==> src/shared/child_dec_params.svh <==
`ifndef CHILD_DEC_PARAMS_SVH
`define CHILD_DEC_PARAMS_SVH
// leaf index of this operation
`define LEAF_DEC_CHILD 32'h0000_0000
// capability bit reporting availability
`define CAP_BIT_POS 5
// page offset mask for 4K alignment
`define PAGE_OFS_MASK 64'h0000_0000_0000_0FFF
// required privilege level
`define PRIV_KERNEL 2'h0
// result codes in the accumulator (values chosen here)
`define RES_OK 64'h0000_0000_0000_0000
`define RES_PAGE_CONFLICT 64'h0000_0000_0000_0009
`define RES_INVALID_COUNTER 64'h0000_0000_0000_0038
// fault kinds
`define FAULT_NONE 2'h0
`define FAULT_GP 2'h1
`define FAULT_PF 2'h2
`define FAULT_UD 2'h3
// page fault error code bit for enclave faults
`define PFEC_ENCLAVE_BIT 15
// page map access ports: 0 target, 1 control structure
`define PORT_TGT 1'b0
`define PORT_CS 1'b1
// wishbone register byte addresses
`define ADR_STATUS 4'h0
`define ADR_MASK 4'h4
`define ADR_CAP 4'h8
`define ADR_COUNT 4'hC
// interrupt status bits
`define IRQ_DONE 0
`define IRQ_FAULT 1
`define IRQ_ERR 2
`endif

==> src/shared/child_dec_pkg.sv <==
package child_dec_pkg;
  typedef enum logic [2:0] {
    REGULAR_PAGE_TYPE_T = 3'h0,
    THREAD_CONTROL_PAGE_TYPE_T = 3'h1,
    TRIMMED_PAGE_TYPE_T = 3'h2,
    CONTROL_STRUCTURE_PAGE_TYPE_T = 3'h3,
    FIRST_SHADOW_STACK_PAGE_TYPE_T = 3'h4,
    LATER_SHADOW_STACK_PAGE_TYPE_T = 3'h5,
    PT_OTHER_T = 3'h7
  } page_type_t;

  typedef enum logic [4:0] {
    ST_IDLE = 5'b00001,
    ST_XLATE = 5'b00010,
    ST_MAP = 5'b00100,
    ST_ATOMIC = 5'b01000,
    ST_DONE = 5'b10000
  } state_t;
endpackage

==> src/rtl/child_dec_leaf.sv <==
// Our own choices: the Wishbone interface to the registers and the placing of the registers.
`timescale 1ns/1ps
`include "child_dec_params.svh"
// Functional notes
// - leaf index zero selects decrement; capability bit
// - only privilege level zero may execute
// - addresses formed from data segment only
// - unaligned target pointer gives protection fault
// - target outside page cache: enclave page fault
// - control pointer outside cache: enclave page fault
// - busy target: zero flag, conflict code
// - invalid target page: enclave page fault
// - owner derived from page type
// - owner mismatch gives protection fault zero
// - atomic decrement, underflow restores, invalid code
// - counter is unsigned 64 bit
// - success clears zero flag, accumulator zero
// - non-faulting exits clear five arithmetic flags
// - 32-bit: limit or unusable segment faults
// - 64-bit: non-canonical address faults
// - target rw non-enclave; control read enclave
module child_dec_leaf #(
  parameter int ADDR_W = 64,
  parameter int CNT_W = 64
) (
  // clock and reset
  input wire logic clk_i,
  input wire logic rst_i,
  // operation request from the core
  input wire logic start_i,
  input wire logic [31:0] leaf_index_register_i,
  input wire logic [ADDR_W-1:0] target_page_pointer_i,
  input wire logic [ADDR_W-1:0] control_structure_pointer_i,
  input wire logic [1:0] cpl_i,
  input wire logic mode64_i,
  input wire logic [ADDR_W-1:0] data_segment_base_i,
  input wire logic [31:0] data_segment_limit_i,
  input wire logic data_segment_unusable_i,
  // result to the core
  output logic done_o,
  output logic [1:0] fault_kind_o,
  output logic [31:0] fault_code_o,
  output logic [ADDR_W-1:0] fault_addr_o,
  output logic [ADDR_W-1:0] accumulator_result_o,
  output logic zero_flag_o,
  output logic arith_flags_clear_o,
  // address translation and page map lookup
  output logic map_req_o,
  output logic map_port_o,
  output logic [ADDR_W-1:0] map_lin_addr_o,
  output logic map_write_perm_o,
  output logic map_enclave_ctx_o,
  input wire logic map_ack_i,
  input wire logic map_in_cache_i,
  input wire logic [ADDR_W-1:0] map_phys_i,
  input wire logic map_valid_i,
  input wire logic map_busy_i,
  input wire child_dec_pkg::page_type_t map_type_i,
  input wire logic [ADDR_W-1:0] map_owner_i,
  // locked counter access
  output logic cnt_req_o,
  output logic [ADDR_W-1:0] cnt_addr_o,
  output logic cnt_dec_o,
  input wire logic cnt_ack_i,
  input wire logic [CNT_W-1:0] cnt_old_i,
  // wishbone slave
  input wire logic wb_cyc_i,
  input wire logic wb_stb_i,
  input wire logic wb_we_i,
  input wire logic [3:0] wb_adr_i,
  input wire logic [3:0] wb_sel_i,
  input wire logic [31:0] wb_dat_i,
  output logic [31:0] wb_dat_o,
  output logic wb_ack_o,
  // interrupt
  output logic irq_o
);
  import child_dec_pkg::*;

  typedef struct packed {
    state_t st;
    logic port;
    logic [ADDR_W-1:0] tgt_lin;
    logic [ADDR_W-1:0] cs_lin;
    logic [ADDR_W-1:0] tgt_phys;
    logic [ADDR_W-1:0] cs_phys;
    logic [ADDR_W-1:0] owner;
    logic restore;
    logic done;
    logic [1:0] fkind;
    logic [31:0] fcode;
    logic [ADDR_W-1:0] faddr;
    logic [ADDR_W-1:0] acc;
    logic zf;
    logic aclr;
    logic map_req;
    logic cnt_req;
    logic cnt_dec;
    logic [2:0] sts;
    logic [2:0] msk;
    logic [31:0] ops;
    logic cap_en;
    logic [31:0] rdat;
    logic ack;
    logic irq;
  } regs_t;

  regs_t cur_reg, cur_next;

  // canonical check for 48-bit virtual addresses
  function automatic logic canon(input logic [ADDR_W-1:0] a);
    canon = (a[ADDR_W-1:47] == '0) || (a[ADDR_W-1:47] == '1);
  endfunction

  // segment limit check in 32-bit mode on the effective address
  function automatic logic seg_bad(input logic [ADDR_W-1:0] ea);
    seg_bad = data_segment_unusable_i ||
              (ea[ADDR_W-1:32] != '0) ||
              (ea[31:0] > data_segment_limit_i);
  endfunction

  logic [ADDR_W-1:0] tgt_lin, cs_lin;
  logic addr_fault;
  logic wb_hit;

  always_comb begin
    tgt_lin = data_segment_base_i + target_page_pointer_i;
    cs_lin = data_segment_base_i + control_structure_pointer_i;
    if (mode64_i) begin
      addr_fault = !canon(tgt_lin) || !canon(cs_lin);
    end else begin
      addr_fault = seg_bad(target_page_pointer_i) ||
                   seg_bad(control_structure_pointer_i);
    end
    wb_hit = wb_cyc_i && wb_stb_i && !cur_reg.ack;
  end

  always_comb begin
    cur_next = cur_reg;
    cur_next.done = 1'b0;
    cur_next.ack = 1'b0;
    case (cur_reg.st)
      ST_IDLE: begin
        if (start_i) begin
          cur_next.tgt_lin = tgt_lin;
          cur_next.cs_lin = cs_lin;
          cur_next.fkind = `FAULT_NONE;
          cur_next.fcode = '0;
          cur_next.faddr = '0;
          cur_next.aclr = 1'b0;
          cur_next.restore = 1'b0;
          // only leaf zero, and only when available
          if (leaf_index_register_i != `LEAF_DEC_CHILD ||
              !cur_reg.cap_en) begin
            cur_next.fkind = `FAULT_UD;
            cur_next.st = ST_DONE;
          end else if (cpl_i != `PRIV_KERNEL) begin
            cur_next.fkind = `FAULT_GP;
            cur_next.st = ST_DONE;
          end else if (addr_fault) begin
            cur_next.fkind = `FAULT_GP;
            cur_next.st = ST_DONE;
          end else if ((target_page_pointer_i & `PAGE_OFS_MASK) != '0)
          begin
            cur_next.fkind = `FAULT_GP;
            cur_next.st = ST_DONE;
          end else begin
            cur_next.port = `PORT_TGT;
            cur_next.map_req = 1'b1;
            cur_next.st = ST_XLATE;
          end
        end
      end
      ST_XLATE: begin
        if (map_ack_i) begin
          cur_next.map_req = 1'b0;
          if (!map_in_cache_i) begin
            // enclave page fault on resolve miss
            cur_next.fkind = `FAULT_PF;
            cur_next.fcode = 32'h1 << `PFEC_ENCLAVE_BIT;
            cur_next.faddr = (cur_reg.port == `PORT_TGT) ?
                             cur_reg.tgt_lin : cur_reg.cs_lin;
            cur_next.st = ST_DONE;
          end else if (cur_reg.port == `PORT_TGT) begin
            cur_next.tgt_phys = map_phys_i;
            cur_next.port = `PORT_CS;
            cur_next.map_req = 1'b1;
          end else begin
            cur_next.cs_phys = map_phys_i;
            cur_next.port = `PORT_TGT;
            cur_next.map_req = 1'b1;
            cur_next.st = ST_MAP;
          end
        end
      end
      ST_MAP: begin
        if (map_ack_i) begin
          cur_next.map_req = 1'b0;
          cur_next.st = ST_DONE;
          if (map_busy_i) begin
            cur_next.zf = 1'b1;
            cur_next.acc = `RES_PAGE_CONFLICT;
            cur_next.aclr = 1'b1;
          end else if (!map_valid_i) begin
            cur_next.fkind = `FAULT_PF;
            cur_next.fcode = 32'h1 << `PFEC_ENCLAVE_BIT;
            cur_next.faddr = cur_reg.tgt_lin;
          end else begin
            case (map_type_i)
              REGULAR_PAGE_TYPE_T, THREAD_CONTROL_PAGE_TYPE_T, TRIMMED_PAGE_TYPE_T,
              FIRST_SHADOW_STACK_PAGE_TYPE_T, LATER_SHADOW_STACK_PAGE_TYPE_T: cur_next.owner = map_owner_i;
              CONTROL_STRUCTURE_PAGE_TYPE_T: cur_next.owner = cur_reg.tgt_phys;
              default: begin
                cur_next.fkind = `FAULT_PF;
                cur_next.fcode = 32'h1 << `PFEC_ENCLAVE_BIT;
                cur_next.faddr = cur_reg.tgt_lin;
              end
            endcase
            if (map_type_i inside {REGULAR_PAGE_TYPE_T, THREAD_CONTROL_PAGE_TYPE_T, TRIMMED_PAGE_TYPE_T,
                FIRST_SHADOW_STACK_PAGE_TYPE_T, LATER_SHADOW_STACK_PAGE_TYPE_T, CONTROL_STRUCTURE_PAGE_TYPE_T}) begin
              if (((map_type_i == CONTROL_STRUCTURE_PAGE_TYPE_T) ? cur_reg.tgt_phys :
                   map_owner_i) != cur_reg.cs_phys) begin
                cur_next.fkind = `FAULT_GP;
              end else begin
                cur_next.cnt_req = 1'b1;
                cur_next.cnt_dec = 1'b1;
                cur_next.st = ST_ATOMIC;
              end
            end
          end
        end
      end
      ST_ATOMIC: begin
        if (cnt_ack_i) begin
          cur_next.cnt_req = 1'b0;
          if (cur_reg.restore) begin
            cur_next.st = ST_DONE;
          // unsigned underflow: old value was zero
          end else if (cnt_old_i == '0) begin
            cur_next.restore = 1'b1;
            cur_next.cnt_dec = 1'b0;
            cur_next.cnt_req = 1'b1;
            cur_next.zf = 1'b1;
            cur_next.acc = `RES_INVALID_COUNTER;
            cur_next.aclr = 1'b1;
          end else begin
            cur_next.zf = 1'b0;
            cur_next.acc = `RES_OK;
            cur_next.aclr = 1'b1;
            cur_next.st = ST_DONE;
          end
        end
      end
      ST_DONE: begin
        // flags cleared on every non-faulting exit via aclr
        cur_next.done = 1'b1;
        cur_next.ops = cur_reg.ops + 32'h1;
        cur_next.sts[`IRQ_DONE] = 1'b1;
        if (cur_reg.fkind != `FAULT_NONE) begin
          cur_next.sts[`IRQ_FAULT] = 1'b1;
        end
        if (cur_reg.zf && cur_reg.fkind == `FAULT_NONE) begin
          cur_next.sts[`IRQ_ERR] = 1'b1;
        end
        cur_next.st = ST_IDLE;
      end
      default: cur_next.st = ST_IDLE;
    endcase

    // ------------------------------------------------------------
    // register bus
    // ------------------------------------------------------------
    if (wb_hit) begin
      cur_next.ack = 1'b1;
      cur_next.rdat = '0;
      case (wb_adr_i)
        `ADR_STATUS: begin
          cur_next.rdat = {29'h0, cur_reg.sts};
          // write one to clear; a new event in this cycle wins
          if (wb_we_i && wb_sel_i[0]) begin
            cur_next.sts = cur_next.sts &
              ~(wb_dat_i[2:0] & ~(cur_next.sts & ~cur_reg.sts));
          end
        end
        `ADR_MASK: begin
          cur_next.rdat = {29'h0, cur_reg.msk};
          if (wb_we_i && wb_sel_i[0]) begin
            cur_next.msk = wb_dat_i[2:0];
          end
        end
        `ADR_CAP: begin
          cur_next.rdat = 32'(cur_reg.cap_en) << `CAP_BIT_POS;
          if (wb_we_i && wb_sel_i[0]) begin
            cur_next.cap_en = wb_dat_i[`CAP_BIT_POS];
          end
        end
        `ADR_COUNT: cur_next.rdat = cur_reg.ops;
        default: cur_next.rdat = '0;
      endcase
    end
    cur_next.irq = |(cur_next.sts & cur_next.msk);
  end

  always_ff @(posedge clk_i) begin
    if (rst_i) begin
      cur_reg <= '0;
      cur_reg.st <= ST_IDLE;
      cur_reg.cap_en <= 1'b1;
    end else begin
      cur_reg <= cur_next;
    end
  end

  assign done_o = cur_reg.done;
  assign fault_kind_o = cur_reg.fkind;
  assign fault_code_o = cur_reg.fcode;
  assign fault_addr_o = cur_reg.faddr;
  assign accumulator_result_o = cur_reg.acc;
  assign zero_flag_o = cur_reg.zf;
  assign arith_flags_clear_o = cur_reg.aclr;
  assign map_req_o = cur_reg.map_req;
  assign map_port_o = cur_reg.port;
  assign map_lin_addr_o = (cur_reg.port == `PORT_TGT) ?
                          cur_reg.tgt_lin : cur_reg.cs_lin;
  // target rw from non-enclave, control read as enclave
  assign map_write_perm_o = (cur_reg.port == `PORT_TGT);
  assign map_enclave_ctx_o = (cur_reg.port == `PORT_CS);
  assign cnt_req_o = cur_reg.cnt_req;
  assign cnt_addr_o = cur_reg.owner;
  assign cnt_dec_o = cur_reg.cnt_dec;
  assign wb_dat_o = cur_reg.rdat;
  assign wb_ack_o = cur_reg.ack;
  assign irq_o = cur_reg.irq;
endmodule

==> config.mk <==
export PLATFORM = sky130hd
export DESIGN_NAME = child_dec_leaf
export DESIGN_NICKNAME = d
export VERILOG_FILES = /design/src/shared/child_dec_pkg.sv /design/src/rtl/child_dec_leaf.sv
export VERILOG_INCLUDE_DIRS = /design/src /design/src/shared
export SDC_FILE = /design/constraint.sdc
export NUM_CORES = 2
export LEC_CHECK = 0
export BUFFER_PORTS_ARGS = -buffer_cell sky130_fd_sc_hd__buf_4
export CORE_AREA = 2 2 330 332
export DETAILED_ROUTE_END_ITERATION = 16
export DIE_AREA = 0 0 332 334
export PLACE_DENSITY_LB_ADDON = 0.2
export RECOVER_POWER = 50
export SYNTH_ARGS = -nofsm -noshare
export SYNTH_HDL_FRONTEND = slang
export SYNTH_SLANG_ARGS = --single-unit
==> constraint.sdc <==
create_clock -name clk_i -period 3.18 [get_ports clk_i]
set_input_delay 0.159 -clock clk_i [delete_from_list [all_inputs] [get_ports clk_i]]
set_output_delay 0.159 -clock clk_i [all_outputs]
set_load 0.02 [all_outputs]
==> results.md <==
- RSZ-0062 raised after global routing: true
- Failing checks: max-capacitance violations, max-slew violations, negative setup slack
- Fraction of layout cells with a size suffix above 1: 30.9%
- TritonCTS clock tree: done
- Largest net degree at the start of global routing: between 100 and 150
- Max Cap Viol: 1
- Worst Clk Skew: approximately 21 ps
- Initial Utilization: a little under 30%
- Slew Limit Fails: 65
- Leakage: 19.4 nW
- Cell Rows: 121
- Number of antenna violations at the first check in global routing: 9
- Worst hold slack: ~54 ps
- VDD IR max: 0.367 mV
- Wire per inst: roughly 21 um
- Final Non-Filler Cells: just under 7000
- Placed insts: around 6700
- CP delay by family, top: compound AO/OA/AOI/OAI gates
- Worst-Skew Late Latency: 610 ps
- Die Y: 334 um
- Vias: approximately 35000
- Final Cycle Share: 107%
- PwrDens: 409 mW/mm^2
- Final net count: 6204
- Fillers: ~11000
- Setup TNS: -865 ps
- Synth cell types: 89
- Data arrival, critical path: between 3000 and 4000 ps
- Worst EP required: 3640 ps
- Flop pwr share: around a third
- Simple-gate share of the synthesized area: about a fifth
- Post-DP HPWL: approximately 120000 um
- Gr usage total: about 25%
- ANT nets after route: 0
- Tightest Pin Transition: between 1500 and 2000 ps
- Synth Area in Compound Gates: 21.2%
- Combinational share of power: 35.7%
- Final RePlAce weighted congestion: between 0.9 and 1
- F_max: 0.294 GHz
- Post-Synth Adder-Cell Area: 7.68%
- Worst path most repeated cell: buf_4
- Worst path cell trace: buf_4 > ha_1 > buf_4 > a21oi_4 > o21ai_1 > a21oi_1 > buf_4 > o21ai_1 > a221o_1 > buf_4 > or2_4 > and4_1 > a2111o_1 > nor4_1 > buf_4 > nand4b_1 > o2bb2ai_4 > buf_6 > nand4_1 > a41oi_2
- Global-route wire length before repair: ~210000 um
- Commonest non-fill, non-tap cell in the layout: buf_4
- Worst stage delay on the critical path: 390 ps
- CTS buffer count: 47
- Die footprint: around 0.11 sq mm
- Mux cell area share after synthesis: roughly 4.7%
- Internal power: between 0.01 and 0.015 W
- Remaining Overflow, GRT: 0
- Mapped Area: ~0.032 sq mm
- Commonest cells after routing, fill and taps aside: buf_4 (1391), nand2_1 (652), dfxtp_1 (474)
- Layout area overhead: 46.6%
- Main combinational cell family by area after synthesis: compound AO/OA/AOI/OAI gates
- Clock Pin Slew Worst Setup and Hold Paths: 60 ps
- Cells after Synth: a little over 4000
- WP buf/inv: 6
- Switching Fraction: 33.8%
- Top FF cell, synth: dfxtp_1
- CTS Buffer Depth: 3
- Routed vias/inst: roughly 5
- CP max FO: 4
- Final hold violations: 0
- Max FFs per register: 301
- Worst min path class: primary input to register
- First-pass DRT Iterations: 5
- PortBufs: 716
- Worst Setup End Kind: register
- Async SR Flop Fraction: 0%
- Clk pwr share: between 30% and 40%
- Final setup fails: 5
- Drt drc: 0
- DRT Wirelength: about 150000 um
- Outcome: complete, but fails checks
- H-tree depth: 2
- I/O pins: around 840
- Setup CP Type: primary input to register
- Worst setup margin: -216 ps
- Core footprint: between 0.1 and 0.15 sq mm
- DRT iter0 DRCs: 2243
- Tmin final: 3400 ps
- Root buf cell: clkbuf_16
- Yosys reg bits: about 480
- Sequential-to-total area share from yosys stat: 30.0%
- Warnings from Yosys: 0
- Post-synthesis xor/xnor area fraction: 5.50%
- Crit-path slowest cell: a221o_1
- Die W: approximately 330 um
- Slew headroom: -2.18%
- Switching pwr: 0.00642 W
- Syn avg cell area: 7.63 sq um
- Clock Sinks: between 400 and 500
- EDFF count, synth: 0
- Setup crit start kind: primary input
- Vias in the first global route: about 34000
[per-stage QoR]
step                      worst slack, ps  power, W  util, %  cell area [sq um]
after global routing                 -235    0.0199     43.1              46400
after global placement              -1310    0.0130     40.0              43100
final                                -216    0.0190     43.1              46400
after CTS                            -178    0.0191     43.2              46600
after detailed placement            -1270    0.0130     40.0              43100
after floorplan                      1.72   0.00961        -              32100
[synth_stat cells, types with 105 or more instances]
| cell | instances | share of area (%) |
|---|---|---|
| nand2_1 | 658 | 7.8 |
| a21oi_1 | 478 | 7.6 |
| dfxtp_1 | 475 | 30 |
| nor2_1 | 397 | 4.7 |
| buf_4 | 262 | 6.2 |
| clkbuf_1 | 206 | 2.4 |
| ha_1 | 191 | 7.5 |
| o21ai_0 | 158 | 2.5 |
| a211oi_1 | 154 | 3.7 |
| xnor2_1 | 129 | 3.6 |
| nand4_1 | 110 | 2.2 |
| a22oi_1 | 105 | 2.5 |
[power groups by stage]
stage          Sequential, W  Combinational, W  Clock [W]
6_report             0.00643           0.00678    0.00579
4_1_cts              0.00644           0.00673    0.00594
5_1_grt              0.00647           0.00726    0.00615
3_5_place_dp         0.00657           0.00641          0
3_3_place_gp         0.00656           0.00641          0
2_1_floorplan        0.00650           0.00311          0
[worst min-delay path, delay by kind of cell]
kind                     cells  cell delay (ps)
AO/OA/AOI/OAI                1              100
adder cells (fa/ha/maj)      1              200
buffers and inverters        1              100
AND/OR/NAND/NOR              1               50
[final cells by class]
| cell class | count | area [sq um] | share of cell area [%] |
|---|---|---|---|
| antenna | 3 | 7.51 | 0.0162 |
| clock buffer | 69 | 1400 | 3.02 |
| clock inverter | 11 | 173 | 0.372 |
| inverter | 60 | 225 | 0.485 |
| multi-input combinational | 3204 | 20600 | 44.5 |
| sequential | 475 | 9510 | 20.5 |
| tap | 1414 | 1770 | 3.81 |
| timing repair buffer | 1717 | 12700 | 27.3 |
[repair_timing]
item / 4_1_cts / 5_1_grt
endpoints found under the hold margin: 200 / 0
resized for setup: 133 / 88
setup endpoints to repair: 7 / 9
hold buffers: 116 / 0
buffers inserted: 14 / 9
pin swaps: 51 / 32
gates cloned: 0 / 1
[per-layer routing]
layer	GRT usage, %	vias to the layer above	part of all wire (%)
met3	5.64	207	7.2
met1	32.2	16300	44
met5	0	-	0.032
met4	9.28	8	4.0
met2	40.4	1082	45
li1	-	17200	-
[worst paths after layout]
path	startpoint	depth (start not counted)	slack [ps]	endpoint
max	target_page_pointer_i[24]	20	-220	map_enclave_ctx_o
min	control_structure_pointer_i[1]	4	50	cur_reg[435]
max reg2reg	cur_reg[565]	7	90	cur_reg[417]
min reg2reg	cur_reg[475]	2	450	cur_reg[475]
[cell families after synthesis]
logic type	after synthesis
other cells	1
mux	141
buf+inv	558
flops	475
fa+ha+maj	193
simple gates	1487
xor+xnor	198
compound gates	1094
Note: power is estimated with default switching activity, not from simulation.
